==> config.mk <==
export PLATFORM = sky130hd
export DESIGN_NAME = wdg_top
export DESIGN_NICKNAME = d
export VERILOG_FILES = /design/src/common/wdg_pkg.sv /design/src/logic/wdg_key_det.sv /design/src/logic/wdg_mc_div.sv /design/src/logic/wdg_top.sv
export SDC_FILE = /design/constraint.sdc
export NUM_CORES = 1
export LEC_CHECK = 0
export ABC_AREA = 1
export BUFFER_PORTS_ARGS = -buffer_cell sky130_fd_sc_hd__buf_2
export CORE_ASPECT_RATIO = 0.75
export CORE_UTILIZATION = 40
export DETAILED_ROUTE_END_ITERATION = 7
export PLACE_DENSITY = 0.57
export SYNTH_ARGS = -nofsm -noshare
export SYNTH_HDL_FRONTEND = slang
export SYNTH_SLANG_ARGS = --single-unit
==> constraint.sdc <==
create_clock -name REF_CLK -period 2.1 [get_ports REF_CLK]
set_input_delay 0.42 -clock REF_CLK [delete_from_list [all_inputs] [get_ports REF_CLK]]
set_output_delay 0.42 -clock REF_CLK [all_outputs]
set_load 0.05 [all_outputs]
==> src/common/wdg_pkg.sv <==
package wdg_pkg;
  // register map
  localparam logic [7:0] KEY_ADDR  = 8'ha6;
  localparam logic [7:0] CTRL_ADDR = 8'ha7;
  localparam logic [7:0] CTRL_RST  = 8'h00;
  // control field positions
  localparam int PS_HI  = 7;
  localparam int PS_LO  = 5;
  localparam int IDLE_B = 4;
  localparam int ROD_B  = 3;
  localparam int HWM_B  = 2;
  localparam int SR_B   = 1;
  localparam int EN_B   = 0;
  // restart key bytes
  localparam logic [7:0] KEY_FIRST  = 8'h1e;
  localparam logic [7:0] KEY_SECOND = 8'he1;
  // shortest period is 2**14 = 16K machine cycles
  localparam int BASE_LOG2_DEF = 14;
  localparam int PS_STEPS      = 7;
  // oscillator periods per machine cycle
  localparam int MC_DIV_DEF    = 12;
  // internal reset pulse length in machine cycles
  localparam int PULSE_MC_DEF  = 2;

  typedef enum logic {
    KEY_IDLE = 1'b0,
    KEY_HALF = 1'b1
  } wdg_key_st_t;
endpackage : wdg_pkg

==> src/logic/wdg_key_det.sv <==
`timescale 1ns/10ps
`default_nettype none
module wdg_key_det (
  input  wire logic       clk,
  input  wire logic       rst,
  input  wire logic       key_wr,
  input  wire logic [7:0] key_data,
  output logic            key_ok
);
  import wdg_pkg::*;

  wdg_key_st_t st_ff;

  // only back-to-back writes to the key register form a key
  always_ff @(posedge clk) begin
    if (rst) begin
      st_ff <= KEY_IDLE;
    end else if (key_wr) begin
      unique case (st_ff)
        KEY_IDLE: begin
          st_ff <= (key_data == KEY_FIRST) ? KEY_HALF : KEY_IDLE;
        end
        KEY_HALF: begin
          // a stray byte drops the half key; 1e starts over
          st_ff <= (key_data == KEY_FIRST) ? KEY_HALF : KEY_IDLE;
        end
      endcase
    end
  end

  always_ff @(posedge clk) begin
    if (rst) begin
      key_ok <= 1'b0;
    end else begin
      key_ok <= key_wr && st_ff == KEY_HALF && key_data == KEY_SECOND;
    end
  end
endmodule : wdg_key_det
`default_nettype wire

==> src/logic/wdg_mc_div.sv <==
`timescale 1ns/10ps
`default_nettype none
module wdg_mc_div #(
  parameter int unsigned DIV = wdg_pkg::MC_DIV_DEF
) (
  input  wire logic clk,
  input  wire logic rst,
  output logic      tick
);
  import wdg_pkg::*;

  localparam int W = $clog2(DIV);
  localparam logic [W-1:0] LAST = W'(DIV - 1);

  logic [W-1:0] cnt_ff;

  always_ff @(posedge clk) begin
    if (rst) begin
      cnt_ff <= '0;
    end else if (cnt_ff == LAST) begin
      cnt_ff <= '0;
    end else begin
      cnt_ff <= cnt_ff + 1'b1;
    end
  end

  always_ff @(posedge clk) begin
    if (rst) begin
      tick <= 1'b0;
    end else begin
      tick <= (cnt_ff == LAST);
    end
  end
endmodule : wdg_mc_div
`default_nettype wire

==> src/logic/wdg_top.sv <==
`timescale 1ns/10ps
`default_nettype none
// Behaviour
// - counter steps once per machine cycle; off after reset, halted in power-down.
// - reaching the selected period unserviced emits an internal cpu reset pulse.
// - period select 000 gives 16K cycles, each code doubles, 111 gives 2048K.
// - idle freeze 0 keeps counting in idle; 1 holds the count while idle.
// - reset-out disable 0 makes a timeout also drive the reset pin high.
// - reset-out disable 1 leaves the pin an input; timeout resets chip only.
// - software mode: soft enable bit directly starts and stops the watchdog.
// - hardware mode: writing 1e then e1 to the key register starts it.
// - once started in hardware mode nothing but a reset stops it.
// - hardware mode: the same key before each timeout restarts the count.
// - software mode: soft restart 1 restarts; hardware clears it next cycle.
// - hardware mode: soft restart has no effect and stays set.
// - software mode: clearing soft enable freezes the count without clearing.
// - hardware mode: soft enable is read-only and shows the running state.
// - control register at a7, reset zero, fields ps, idle, rod, hw, sr, en.
module wdg_top #(
  parameter int unsigned BASE_LOG2 = wdg_pkg::BASE_LOG2_DEF,
  parameter int unsigned MC_DIV    = wdg_pkg::MC_DIV_DEF,
  parameter int unsigned PULSE_MC  = wdg_pkg::PULSE_MC_DEF
) (
  input  wire logic       REF_CLK,
  input  wire logic       RST,
  input  wire logic       IDLE,
  input  wire logic       POWER_DOWN,
  input  wire logic       REG_WR,
  input  wire logic [7:0] REG_ADDR,
  input  wire logic [7:0] REG_WDATA,
  output logic      [7:0] REG_RDATA,
  output logic            CPU_RST,
  output logic            RST_PIN_OUT,
  output logic            RST_PIN_OE,
  output logic            WDG_RUN
);
  import wdg_pkg::*;

  localparam int CNT_W = BASE_LOG2 + PS_STEPS;
  localparam int PW    = $clog2(PULSE_MC + 1);
  localparam int SR_WAIT = 2 * MC_DIV;
  localparam int PULSE_CYC = PULSE_MC * MC_DIV;

  logic [2:0]       ps_ff;
  logic             idle_frz_ff;
  logic             rod_ff;
  logic             hwm_ff;
  logic             sr_ff;
  logic             en_ff;
  logic             hw_run_ff;
  logic [CNT_W-1:0] cnt_ff;
  logic [PW-1:0]    pulse_ff;
  logic             drive_ff;

  logic             mc_tick;
  logic             key_ok;
  logic             ctrl_wr;
  logic             key_wr;
  logic             running;
  logic             advance;
  logic             timeout;
  logic             sw_restart;
  logic             hw_restart;
  logic [CNT_W-1:0] last_cnt;
  logic [7:0]       ctrl_view;

  assign ctrl_wr = REG_WR && REG_ADDR == CTRL_ADDR;
  assign key_wr  = REG_WR && REG_ADDR == KEY_ADDR;

  wdg_mc_div #(
    .DIV (MC_DIV)
  ) u_div (
    .clk  (REF_CLK),
    .rst  (RST),
    .tick (mc_tick)
  );

  wdg_key_det u_key (
    .clk      (REF_CLK),
    .rst      (RST),
    .key_wr   (key_wr),
    .key_data (REG_WDATA),
    .key_ok   (key_ok)
  );

  assign running    = hwm_ff ? hw_run_ff : en_ff;
  // power-down and idle freeze gate the machine-cycle step
  assign advance    = running && mc_tick && !POWER_DOWN
                      && !(IDLE && idle_frz_ff);
  // all-ones of the selected period width: 2**(BASE_LOG2+ps) - 1
  assign last_cnt   = {CNT_W{1'b1}} >> (3'(PS_STEPS) - ps_ff);
  assign timeout    = advance && cnt_ff == last_cnt;
  assign sw_restart = ctrl_wr && !hwm_ff && REG_WDATA[SR_B];
  assign hw_restart = key_ok && hwm_ff;

  assign ctrl_view = {ps_ff, idle_frz_ff, rod_ff, hwm_ff, sr_ff,
                      hwm_ff ? hw_run_ff : en_ff};

  // a timeout acts as a warm reset of the watchdog itself
  always_ff @(posedge REF_CLK) begin
    if (RST || timeout) begin
      ps_ff       <= CTRL_RST[PS_HI:PS_LO];
      idle_frz_ff <= CTRL_RST[IDLE_B];
      rod_ff      <= CTRL_RST[ROD_B];
    end else if (ctrl_wr) begin
      ps_ff       <= REG_WDATA[PS_HI:PS_LO];
      idle_frz_ff <= REG_WDATA[IDLE_B];
      rod_ff      <= REG_WDATA[ROD_B];
    end
  end

  // mode cannot be left once the hardware watchdog runs
  always_ff @(posedge REF_CLK) begin
    if (RST || timeout) begin
      hwm_ff <= CTRL_RST[HWM_B];
    end else if (ctrl_wr && !hw_run_ff) begin
      hwm_ff <= REG_WDATA[HWM_B];
    end
  end

  always_ff @(posedge REF_CLK) begin
    if (RST || timeout) begin
      en_ff <= CTRL_RST[EN_B];
    end else if (ctrl_wr && !hwm_ff) begin
      en_ff <= REG_WDATA[EN_B];
    end
  end

  // the write wins over the hardware clear in the same cycle
  always_ff @(posedge REF_CLK) begin
    if (RST || timeout) begin
      sr_ff <= CTRL_RST[SR_B];
    end else if (ctrl_wr && REG_WDATA[SR_B]) begin
      sr_ff <= 1'b1;
    end else if (ctrl_wr) begin
      sr_ff <= 1'b0;
    end else if (sr_ff && !hwm_ff && mc_tick) begin
      sr_ff <= 1'b0;
    end
  end

  always_ff @(posedge REF_CLK) begin
    if (RST || timeout) begin
      hw_run_ff <= 1'b0;
    end else if (hw_restart) begin
      hw_run_ff <= 1'b1;
    end
  end

  always_ff @(posedge REF_CLK) begin
    if (RST || timeout) begin
      cnt_ff <= '0;
    end else if (sw_restart || hw_restart) begin
      cnt_ff <= '0;
    end else if (advance) begin
      cnt_ff <= cnt_ff + 1'b1;
    end
    // a disabled counter holds, but a soft restart write still clears it here
  end

  // reset pulse, timed in machine cycles
  always_ff @(posedge REF_CLK) begin
    if (RST) begin
      pulse_ff <= '0;
    end else if (timeout) begin
      pulse_ff <= PW'(PULSE_MC);
    end else if (pulse_ff != '0 && mc_tick) begin
      pulse_ff <= pulse_ff - 1'b1;
    end
  end

  // pin drive choice is latched at the timeout, as the control clears
  always_ff @(posedge REF_CLK) begin
    if (RST) begin
      drive_ff <= 1'b0;
    end else if (timeout) begin
      drive_ff <= !rod_ff;
    end
  end

  always_ff @(posedge REF_CLK) begin
    if (RST) begin
      CPU_RST <= 1'b0;
    end else begin
      CPU_RST <= timeout || (pulse_ff > PW'(1))
                 || (pulse_ff == PW'(1) && !mc_tick);
    end
  end

  always_ff @(posedge REF_CLK) begin
    if (RST) begin
      RST_PIN_OUT <= 1'b0;
      RST_PIN_OE  <= 1'b0;
    end else begin
      RST_PIN_OUT <= (timeout && !rod_ff)
                     || (drive_ff && CPU_RST && pulse_ff != '0);
      RST_PIN_OE  <= (timeout && !rod_ff)
                     || (drive_ff && CPU_RST && pulse_ff != '0);
    end
  end

  always_ff @(posedge REF_CLK) begin
    if (RST) begin
      WDG_RUN <= 1'b0;
    end else begin
      WDG_RUN <= running && !timeout;
    end
  end

  // the key register is write-only and reads as zero
  always_ff @(posedge REF_CLK) begin
    if (RST) begin
      REG_RDATA <= 8'h00;
    end else begin
      REG_RDATA <= (REG_ADDR == CTRL_ADDR) ? ctrl_view : 8'h00;
    end
  end
endmodule : wdg_top
`default_nettype wire

## Word level (Yosys, flattened, before mapping)

Index checks and enable logic that the tools add are counted.

| word-level totals | value |
|---|---|
| register bits | 51 |
| input bits | 21 |
| output and inout port bits | 12 |
| word-level logic and storage cells | 81 |

| operators by class | value |
|---|---|
| add/subtract/negate cells | 4 |
| order comparisons | 1 |
| equality and inequality tests | 7 |
| shift-type cells | 1 |
| mux-type cells | 7 |
| bitwise logic cells | 1 |
| reduce and logical (&&, ||, !) cells | 41 |

Operators with widths:

| operator | number |
|---|---|
| 8-bit equality test, second input constant | 3 |
| 1-bit logical AND | 22 |
| 21-bit by 1-bit adder with 21-bit output, second input constant | 1 |
| 21-bit equality test | 1 |
| 21-bit by 3-bit >> shifter with 21-bit output, first input constant | 1 |
| 8-bit by 5-bit equality test with 1-bit output, second input constant | 1 |
| 2-bit OR reduction | 4 |
| 1-bit zero test | 7 |
| 1-bit logical OR | 5 |
| 1-bit two-way mux | 5 |
| 4-bit by 1-bit adder with 4-bit output, second input constant | 1 |
| 4-bit equality test, second input constant | 1 |
| 2-bit two-way mux | 2 |
| 2-bit nonzero test | 2 |
| 3-bit nonzero test | 1 |
| 3-bit subtractor, first input constant | 1 |
| 2-bit by 1-bit equality test with 1-bit output, second input constant | 1 |
| 2-bit by 1-bit > comparator with 1-bit output, second input constant | 1 |
| 2-bit by 1-bit subtractor with 2-bit output, second input constant | 1 |
| 1-bit NOT | 1 |

## Longest topological paths before layout

Gate-level depths: netlist (run 1).

| depth | value |
|---|---|
| word-level depth | 7 |
| mapped depth | 11 |
| gate-level depth less buffers | 10 |

## By module

From an unflattened synthesis (run 1), not the netlist that was laid out.

| unflattened totals | value |
|---|---|
| cells, all modules | 361 |
| area total of the unflattened synthesis | 2641.3 um2 |

Modules (own cells, without submodules):

| module | instances | cells an instance | area an instance (um2) | seq. area each (um2) |
|---|---|---|---|---|
| wdg_top | 1 | 317 | 2311.0 | 880.8 |
| wdg_mc_div | 1 | 21 | 198.9 | 100.1 |
| wdg_key_det | 1 | 23 | 131.4 | 40.0 |

## Worst setup path after synthesis (run 1)

OpenSTA, ideal clock, no wires.

| timing path | value |
|---|---|
| kind | register to register |
| from | register cnt_ff[0] |
| to | register cnt_ff[17] |
| library setup time | 116 ps |
| data arrival time | 1403 ps |
| required time | 1984 ps |
| slack | 581 ps |
| stages on the path, launching flop included | 10 |
| buffers on the path | 1 |
| clock period less this slack | 1519 ps |
| cell sequence | dfxtp_1 > ha_1 > nand3_1 > nor2_1 > nand3_4 > nor2_4 > nand2_2 > nand3_2 > buf_6 > nor2_1 |

| on the way | value |
|---|---|
| longest elaborated chain between the ends | 4 |
| elaborated cells on any way between the ends | 5 |
| those cells by class | 1 x add/sub; 1 x eq/ne; 3 x reduce/logical |

RTL lines:

| element | line | RTL |
|---|---|---|
| from (decl) | wdg_top.sv:51 | `logic [CNT_W-1:0] cnt_ff;` |
| from (signal assigned) | wdg_top.sv:156 | `cnt_ff <= cnt_ff + 1'b1;` |
| parallel branches: the longest is 4 deep, another holds 21-bit by 1-bit adder with 21-bit output | - |  |

Parallel ways; which one is timed is not known.
A chain may end at the register's enable or synchronous reset.

## Final worst setup path (run 1)

| timing path | value |
|---|---|
| from | register cnt_ff[0] |
| to | register cnt_ff[6] |

The elaborated chain is that of the path after synthesis.

==> metrics.csv, run 1 <==
stage,metric,value,unit
status,status,"complete, no violations",
sta,period_needed,1.84,ns
clocking,cts.sinks,51,
yosys,synth_warnings,0,
routing,drt_iter0_markers,68,
global_route,grtUsageTotal,0.180,
global_route,grt_pass1_vias,1999,
floorplan,fp.dieW,93.5,µm
finish,drive_gt1_frac,0.137,
floorplan,core_area,0.00595,mm²
sta,slew_violations,0,
sta,finalClockSkew,0.00876,ns
placement,pre_cts_ws,0.174,ns
setup_path,crit_required,2.29,ns
clocking,cts_tree,built,
routing,drcViolationCount,0,
routing,via_per_inst,4.59,
floorplan,dieArea,0.00661,mm²
routing,first_pass_iters,4,
sta,slew_headroom,0.702,
routing,vias,2197,
clocking,cts_resized,0,
yosys,ys_ff_latch,51,
clocking,path_clk_slew,0.10,ns
sta,rsz0062_at_grt,no,
global_route,antenna_found_initial,0,
finish,multi_input_area,0.00124,mm²
global_route,grt_overflow_total,0,
finish,fillers,620,
sta,finalCritPeriodShare,0.875,
clocking,cts_max_level,2,
sta,setup_viol,0,
clocking,cts-buffers-inserted,5,
routing,drt-total-wl,5370,µm
yosys,synth_area_per_cell,6.92,µm²
sta,fin_tns_setup,0,ns
finish,final_nets,425,
floorplan,initial_core_util,0.423,
power_and_ir_drop,power.density,606,mW/mm²
yosys,netlist_instances,363,
power_and_ir_drop,total_power,1730,µW
flow_run,drv_cap,0,
finish,diodes,0,
global_route,grt_pass1_wl,9250,µm
yosys,seq_area_frac_synth,0.406,
setup_path,worst_setup_path_start_kind,flop,
clocking,cts_setup_buffers,0,
yosys,syn_area,0.00251,mm²
min_path,hp-class,in -> reg,
clocking,cts_max_path_buffers,2,
sta,setup_slack,0.263,ns
setup_path,cp.arrival,2.03,ns
power_and_ir_drop,ir_drop,0.362,mV
power_and_ir_drop,cellLeakagePower,0.00126,µW
placement,port_buffers,32,
routing,wl_per_cell,11.2,µm
sta,holdWs,0.313,ns
clocking,cts-root-buf,clkbuf_8,
floorplan,num_io_pins,33,
finish,final-seq-area,0.00102,mm²
finish,syn_to_final_growth,13.8,%
placement,hpwl,4130,µm
global_route,grt_max_degree,22,
sta,fmax,544,MHz
sta,worst_pin_slew,0.446,ns
floorplan,rows,24,
placement,routabilityCongestion,0.847,
clocking,clkLatencyLatePin,0.31,ns
sta,finalHoldViolCount,0,
yosys,synth_fp_nets,388,
setup_path,crit_path_end_kind,flop,
floorplan,die_h,70.6,µm
routing,ant_nets,0,
setup_path,crit_fanout,21,
yosys,synth_cell_types,27,
clocking,holdBufCountCts,0,
setup_path,worstSetupPathType,reg -> reg,
## critical path: stages, from the launching register on
cell and delay, ns:
dfxtp_1 0.38, ha_1 0.18, nand3_1 0.10, nor2_1 0.24
nand3_4 0.15, nor2_4 0.14, nand2_2 0.10, nand3_2 0.34
nor2_1 0.09
## Yosys cell counts, drive strengths merged
master   n  area share
o21ai    5       0.010
inv     53       0.079
nand4   13       0.032
nor2    78        0.13
ha       4       0.020
clkinv   1      0.0015
buf      5       0.018
nor4b    1      0.0035
dfxtp   51        0.41
nor4     3      0.0075
nand3   29       0.065
xor2    12       0.042
nor3     4       0.010
or2      1      0.0025
nand2   83        0.13
a21oi   15       0.030
xnor2    5       0.017
## routing by layer
metal	share of wire	track usage	wire [µm]	vias to the layer above
met3	0.046	0.0452	247	4
met5	0	0	0	-
met1	0.56	0.279	3010	945
met4	0.0089	0.0462	48	0
li1	-	-	-	1202
met2	0.38	0.243	2060	46
## cell families (layout without fill, tap and decap cells)
family | after synthesis | in the layout | synth area share
flops | 51 | 51 | 0.406
xor+xnor | 17 | 17 | 0.0593
fa+ha+maj | 4 | 4 | 0.0199
simple gates | 212 | 212 | 0.376
buf+inv | 59 | 97 | 0.0991
compound gates | 20 | 20 | 0.0398
## report_power, final
group | internal [µW] | total [µW] | switching, µW | leakage (µW)
sequential | 971 | 974 | 2.80 | 0.000411
combinational | 24.5 | 62.0 | 37.5 | 0.000790
clock | 355 | 696 | 340 | 0.0000581
total | 1350 | 1730 | 380 | 0.00126
## layout by cell type, fill, tap and decap left out, types with 3 or more instances in the layout
cell type   n
nor3_1      3
buf_2      32
a21oi_1    15
nand3_1    27
xnor2_1     5
nand4_1    13
nor2_1     75
nand2_2     4
ha_1        4
nor4_1      3
nand2_1    79
inv_1      52
o21ai_0     5
clkbuf_8    5
dfxtp_1    51
xor2_1     12
buf_4       3
## state kept, by name, summed over array words and instances, names as in the netlist, 2 cells and up
name          flops
u_div.cnt_ff      4
cnt_ff           21
REG_RDATA         8
ps_ff             3
pulse_ff          2
## path summary, 6_finish.rpt
| check | start | end | slack (ns) | depth (start not counted) |
|---|---|---|---|---|
| worst min-delay path | RST | pulse_ff[1]$_SDFFE_PP0P_ | 0.31 | 2 |
| worst max-delay path | cnt_ff[0]$_SDFFE_PP0P_ | cnt_ff[6]$_SDFFE_PP0P_ | 0.26 | 8 |
| worst max register to register | cnt_ff[0]$_SDFFE_PP0P_ | cnt_ff[6]$_SDFFE_PP0P_ | 0.26 | 8 |
| worst min register to register | sr_ff$_SDFFE_PP0P_ | REG_RDATA[1]$_SDFF_PP0_ | 0.45 | 2 |
## cell type report
type / instances / share of cell area
Multi-Input combinational cell: 253 / 0.435
Sequential cell: 51 / 0.357
Tap cell: 78 / 0.0341
Clock inverter: 3 / 0.0153
Clock buffer: 5 / 0.0241
Inverter: 54 / 0.0709
Timing Repair Buffer: 35 / 0.0639
## metrics by stage
step,std cells,util,instance area [µm²]
floorplan,363,-,2510
global placement,471,0.462,2750
detailed placement,471,0.462,2750
CTS,479,0.481,2860
global route,479,0.481,2860
finish,479,0.481,2860
Note: power is estimated with default switching activity, not from simulation.
==> inputs of run 2 (changes only) <==
--- a/config.mk
+++ b/config.mk
@@ -16 +16,2 @@
 export SYNTH_SLANG_ARGS = --single-unit
+export TNS_END_PERCENT = 50
==> constraint.sdc (replaced) <==
create_clock -name REF_CLK -period 2.1 [get_ports REF_CLK]
set_input_delay 0.315 -clock REF_CLK [delete_from_list [all_inputs] [get_ports REF_CLK]]
set_output_delay 0.315 -clock REF_CLK [all_outputs]
set_load 0.05 [all_outputs]
==> run 2 against run 1 <==
  * Critical path type unchanged
  * Core utilization down 0.42 points
  * Via count increased by 1.9%
  * Power shrank 5.8%
  * Sequential power hardly changed
  * Non-clock buffer count shrank 1
  * Critical path depth fell by 1
==> metrics.csv, run 2 (synthesis gave the netlist of run 1 again) <==
stage,metric,value,unit,change
status,status,"complete, no violations",,unchanged
clocking,cts-buffers-inserted,5,,unchanged
power_and_ir_drop,power.density,576,mW/mm²,was 606 mW/mm²
floorplan,fp.dieW,93.5,µm,unchanged
clocking,clkLatencyLatePin,0.30,ns,was 0.31 ns
finish,largest_registers,"cnt_ff (21), REG_RDATA (8), u_div.cnt_ff (4)",,unchanged
setup_path,worst_setup_path_start_kind,flop,,unchanged
global_route,top_usage_layer,met1,,unchanged
global_route,use_met1,0.265,,was 0.279
clocking,path_clk_slew,0.09,ns,was 0.10 ns
setup_path,crit_fanout,21,,unchanged
floorplan,die_h,70.6,µm,unchanged
finish,multi_input_area,0.00124,mm²,unchanged
sta,finalClockSkew,0.00757,ns,was 0.00876 ns
finish,fin_area,0.00283,mm²,was 0.00286 mm²
clocking,cts_max_path_buffers,2,,unchanged
clocking,cts.sinks,51,,unchanged
floorplan,core_area,0.00595,mm²,unchanged
sta,setup_viol,0,,unchanged
routing,ant_nets,0,,unchanged
global_route,grtUsageTotal,0.174,,was 0.180
routing,via_per_inst,4.68,,was 4.59
finish,final_common_cell,nand2_1,,unchanged
finish,drive_gt1_frac,0.133,,was 0.137
clocking,cts_max_level,2,,unchanged
finish,syn_to_final_growth,12.8,%,was 13.8%
global_route,grt_pass1_vias,2016,,was 1999
placement,hpwl,4180,µm,was 4130 µm
setup_path,crit_family,simple AND/OR/NAND/NOR gates,,unchanged
sta,finalHoldViolCount,0,,unchanged
global_route,grt_max_degree,22,,unchanged
setup_path,cp.arrival,2.05,ns,was 2.03 ns
power_and_ir_drop,cellLeakagePower,0.00125,µW,was 0.00126 µW
sta,rsz0062_at_grt,no,,unchanged
sta,slew_headroom,0.684,,was 0.702
setup_path,crit_required,2.28,ns,was 2.29 ns
finish,final-seq-area,0.00102,mm²,unchanged
clocking,cts_resized,0,,unchanged
global_route,gr-usage-met3,0.0387,,was 0.0452
global_route,antenna_found_initial,0,,unchanged
routing,first_pass_iters,4,,unchanged
setup_path,cpPeakStageDelay,0.43,ns,was 0.38 ns
setup_path,crit_path_top_delay_cell,dfxtp_1,,unchanged
finish,regMostFlops,cnt_ff,,unchanged
global_route,grt_pass1_wl,9100,µm,was 9250 µm
routing,drcViolationCount,0,,unchanged
sta,fmax,534,MHz,was 544 MHz
floorplan,dieArea,0.00661,mm²,unchanged
routing,wl_per_cell,11.3,µm,was 11.2 µm
routing,drt-total-wl,5420,µm,was 5370 µm
global_route,grt_use_met2,0.243,,unchanged
sta,slew_violations,0,,unchanged
routing,vias,2238,,was 2197
clocking,cts-root-buf,clkbuf_8,,unchanged
floorplan,initial_core_util,0.423,,unchanged
clocking,cts_tree,built,,unchanged
finish,diodes,0,,unchanged
flow_run,drv_cap,0,,unchanged
setup_path,cpMostUsedCell,nor2_1,,unchanged
setup_path,path_buf_inv,0,,unchanged
clocking,holdBufCountCts,0,,unchanged
floorplan,num_io_pins,33,,unchanged
finish,layout_common_cells,"nand2_1, nor2_1, inv_1",,unchanged
sta,period_needed,1.87,ns,was 1.84 ns
floorplan,rows,24,,unchanged
clocking,cts_setup_buffers,0,,unchanged
finish,largest_reg_flops,21,,unchanged
placement,place_area,0.00274,mm²,was 0.00275 mm²
finish,fillers,638,,was 620
global_route,grt_overflow_total,0,,unchanged
sta,fin_tns_setup,0,ns,unchanged
power_and_ir_drop,ir_drop,0.324,mV,was 0.362 mV
setup_path,worstSetupPathType,reg -> reg,,unchanged
placement,routabilityCongestion,0.854,,was 0.847
sta,finalCritPeriodShare,0.892,,was 0.875
routing,drt_iter0_markers,95,,was 68
sta,worst_pin_slew,0.474,ns,was 0.446 ns
finish,final_nets,424,,was 425
min_path,hp-class,in -> reg,,unchanged
setup_path,crit_chain,nor2_1 > o21ai_0 > nand3_1 > nor2_1 > nand2_2 > nand3_2 > nor2_1,,was ha_1 > nand3_1 > nor2_1 > nand3_4 > nor2_4 > nand2_2 > nand3_2 > nor2_1
setup_path,crit_path_end_kind,flop,,unchanged
placement,port_buffers,32,,unchanged
[run 2: where the power goes]
part,internal (µW),switching [µW]
clock network,271,326
logic,23.3,38.2
registers,971,2.83
[run 2: path summary, 6_finish.rpt]
kind,startpoint,to,slack (ns),cells past startpoint
max,ps_ff[2]$_SDFFE_PP0N_,cnt_ff[18]$_SDFFE_PP0P_,0.23,7
min,RST,pulse_ff[1]$_SDFFE_PP0P_,0.22,2
max reg2reg,ps_ff[2]$_SDFFE_PP0N_,cnt_ff[18]$_SDFFE_PP0P_,0.23,7
min reg2reg,u_div.cnt_ff[0]$_SDFF_PP0_,u_div.cnt_ff[0]$_SDFF_PP0_,0.45,1
[run 2: cell type report]
type                            count  area share
Timing Repair Buffer               34      0.0618
Inverter                           54      0.0715
Sequential cell                    51       0.360
Multi-Input combinational cell    253       0.438
Clock inverter                      1     0.00309
Clock buffer                        7      0.0305
Tap cell                           78      0.0344
[run 2: metrics by stage]
step                hold slack [ns]   util  std cells  total power (µW)  worst slack (ns)
floorplan                     0.384      -        363              1030             0.581
global placement              0.430  0.461        470              1060             0.309
detailed placement            0.441  0.461        470              1060             0.225
CTS                           0.201  0.477        478              1660             0.211
global route                  0.199  0.477        478              1700            0.0796
finish                        0.219  0.477        478              1630             0.226
[run 2: per-layer routing]
| layer | vias to the layer above | part of all wire |
|---|---|---|
| met5 | - | 0 |
| met4 | 0 | 0.010 |
| met3 | 8 | 0.028 |
| met2 | 30 | 0.39 |
| met1 | 1003 | 0.58 |
| li1 | 1197 | - |
==> inputs of run 3 (changes only) <==
- CORE_ASPECT_RATIO: 0.75 -> unset
==> run 3 against run 2 <==
  * Clock-buffer cell count fell by 2
  * Clock skew up 0.0012 ns
  * Sequential power about the same
  * Critical endpoint is now cnt_ff[6]$_SDFFE_PP0P_
  * Largest power group unchanged
==> metrics.csv, run 3 (synthesis gave the netlist of run 1 again) <==
stage,metric,value,unit,change
status,status,"complete, no violations",,unchanged
setup_path,reg2reg_slack,0.26,ns,was 0.23 ns
placement,hpwl,4000,µm,was 4180 µm
setup_path,crit_path_end_kind,flop,,unchanged
power_and_ir_drop,pwr-share-clk,0.343,,was 0.366
routing,wl_per_cell,11.0,µm,was 11.3 µm
sta,finalCritPeriodShare,0.878,,was 0.892
finish,largest_reg_flops,21,,unchanged
power_and_ir_drop,cellLeakagePower,0.00124,µW,was 0.00125 µW
sta,fmax,542,MHz,was 534 MHz
clocking,cts_setup_buffers,0,,unchanged
setup_path,cp.arrival,2.03,ns,was 2.05 ns
finish,final_nets,425,,was 424
finish,final_common_cell,nand2_1,,unchanged
finish,regMostFlops,cnt_ff,,unchanged
routing,top_layer,met4,,unchanged
power_and_ir_drop,switchingPower,357,µW,was 367 µW
power_and_ir_drop,p_int,1220,µW,was 1270 µW
clocking,cts-root-buf,clkbuf_8,,unchanged
placement,routabilityCongestion,0.791,,was 0.854
floorplan,rows,28,,was 24
routing,route.met3.wl,165,µm,was 152 µm
setup_path,crit_required,2.29,ns,was 2.28 ns
floorplan,num_io_pins,33,,unchanged
min_path,min_to,pulse_ff[1]$_SDFFE_PP0P_,,unchanged
finish,syn_to_final_growth,12.2,%,was 12.8%
clocking,cts_max_path_buffers,2,,unchanged
min_path,hp-class,in -> reg,,unchanged
floorplan,fp.dieW,81.3,µm,was 93.5 µm
global_route,grt_pass1_vias,1919,,was 2016
routing,drt-total-wl,5210,µm,was 5420 µm
setup_path,crit_fanout,21,,unchanged
sta,rsz0062_at_grt,no,,unchanged
setup_path,worstSetupPathType,reg -> reg,,unchanged
routing,wl_met1,2660,µm,was 3120 µm
clocking,cts-buffers-inserted,5,,unchanged
routing,via_per_inst,4.62,,was 4.68
min_path,worstHoldPathCells,2,,unchanged
sta,slew_headroom,0.691,,was 0.684
finish,diodes,0,,unchanged
power_and_ir_drop,p_comb_frac,0.038,,about the same
clocking,cts.sinks,51,,unchanged
routing,ant_nets,0,,unchanged
clocking,cts_tree,built,,unchanged
sta,period_needed,1.84,ns,was 1.87 ns
floorplan,initial_core_util,0.419,,was 0.423
floorplan,core_area,0.00599,mm²,was 0.00595 mm²
finish,fin_cells,474,,was 478
clocking,cts_resized,0,,unchanged
floorplan,die_h,81.3,µm,was 70.6 µm
routing,drt_iter0_markers,141,,was 95
clocking,holdBufCountCts,0,,unchanged
clocking,path_clk_slew,0.09,ns,about the same
setup_path,r2r_cells,8,,was 7
sta,holdWs,0.213,ns,was 0.219 ns
power_and_ir_drop,power.density,558,mW/mm²,was 576 mW/mm²
power_and_ir_drop,total_power,1570,µW,was 1630 µW
flow_run,drv_cap,0,,unchanged
setup_path,rr_startpoint,cnt_ff[0]$_SDFFE_PP0P_,,was ps_ff[2]$_SDFFE_PP0N_
routing,vias,2191,,was 2238
finish,drive_gt1_frac,0.133,,about the same
clocking,cts_max_level,2,,unchanged
sta,setup_viol,0,,unchanged
floorplan,dieArea,0.00660,mm²,was 0.00661 mm²
global_route,grt_max_degree,22,,unchanged
power_and_ir_drop,ir_drop,0.266,mV,was 0.324 mV
routing,first_pass_iters,4,,unchanged
finish,largest_registers,"cnt_ff (21), REG_RDATA (8), u_div.cnt_ff (4)",,unchanged
placement,port_buffers,32,,unchanged
placement,placedCellCount,468,,was 470
routing,drcViolationCount,0,,unchanged
sta,worst_pin_slew,0.463,ns,was 0.474 ns
setup_path,r2r_end,cnt_ff[6]$_SDFFE_PP0P_,,was cnt_ff[18]$_SDFFE_PP0P_
sta,finalClockSkew,0.00880,ns,was 0.00757 ns
routing,wl_met2,2320,µm,was 2090 µm
sta,fin_tns_setup,0,ns,unchanged
sta,finalHoldViolCount,0,,unchanged
global_route,grt_pass1_wl,8940,µm,was 9100 µm
power_and_ir_drop,seqPwrFrac,0.619,,was 0.597
setup_path,worst_setup_path_start_kind,flop,,unchanged
clocking,clkLatencyLatePin,0.30,ns,about the same
sta,slew_violations,0,,unchanged
finish,layout_common_cells,"nand2_1, nor2_1, inv_1",,unchanged
min_path,min_from,RST,,unchanged
global_route,antenna_found_initial,0,,unchanged
global_route,grt_overflow_total,0,,unchanged
power_and_ir_drop,switching_share,0.227,,was 0.225
global_route,grtUsageTotal,0.178,,was 0.174
==> run 3: changes by cell type in the layout (fill, tap and decap cells not counted), sizes merged <==
cell      previous run  this run
clkinvlp             0         1
buf                 34        35
clkinv               2         1
clkbuf               7         5
==> run 3: layout make-up <==
type / count / area [µm²]
fill: 621 / 3170
multi-input combinational: 253 / 1240
sequential: 51 / 1020
inverter: 54 / 203
timing repair buffer: 35 / 183
tap: 75 / 93.8
clock buffer: 5 / 68.8
clock inverter: 1 / 7.51
==> run 3: critical path: stages, from the launching register on <==
cell and delay, ns:
dfxtp_1 0.38, ha_1 0.18, nand3_1 0.10, nor2_1 0.24, nand3_4 0.15, nor2_4 0.14, nand2_2 0.09, nand3_2 0.35
nor2_1 0.09
==> run 3: through the flow <==
| step | util | worst slack [ns] | cell area, µm² |
|---|---|---|---|
| global placement | 0.458 | 0.270 | 2740 |
| floorplan | - | 0.581 | 2510 |
| CTS | 0.471 | 0.231 | 2820 |
| finish | 0.471 | 0.256 | 2820 |
| detailed placement | 0.458 | 0.240 | 2740 |
| global route | 0.471 | 0.0482 | 2820 |
==> run 3: power by group through the flow <==
stage	Sequential, µW	Combinational [µW]	Clock, µW
finish	974	59.8	540
global route	975	68.7	602
CTS	974	60.9	563
detailed placement	997	60.8	0
global placement	997	60.2	0
floorplan	996	35.3	0
==> run 3: metal layers <==
| layer | up-vias | track usage |
|---|---|---|
| met4 | 0 | 0.0482 |
| li1 | 1194 | - |
| met2 | 33 | 0.289 |
| met3 | 5 | 0.0382 |
| met5 | - | 0 |
| met1 | 959 | 0.236 |
==> run 3: how the worst max path moves through the flow <==
stage                                      start                      end  slack (ns)
final                     cnt_ff[0]$_SDFFE_PP0P_   cnt_ff[6]$_SDFFE_PP0P_        0.26
after global routing      cnt_ff[0]$_SDFFE_PP0P_  cnt_ff[12]$_SDFFE_PP0P_        0.05
after CTS                 cnt_ff[0]$_SDFFE_PP0P_  cnt_ff[18]$_SDFFE_PP0P_        0.23
after detailed placement  cnt_ff[0]$_SDFFE_PP0P_   cnt_ff[6]$_SDFFE_PP0P_        0.24
after global placement     ps_ff[2]$_SDFFE_PP0N_   cnt_ff[6]$_SDFFE_PP0P_        0.27
after floorplan           cnt_ff[0]$_SDFFE_PP0P_  cnt_ff[17]$_SDFFE_PP0P_        0.58
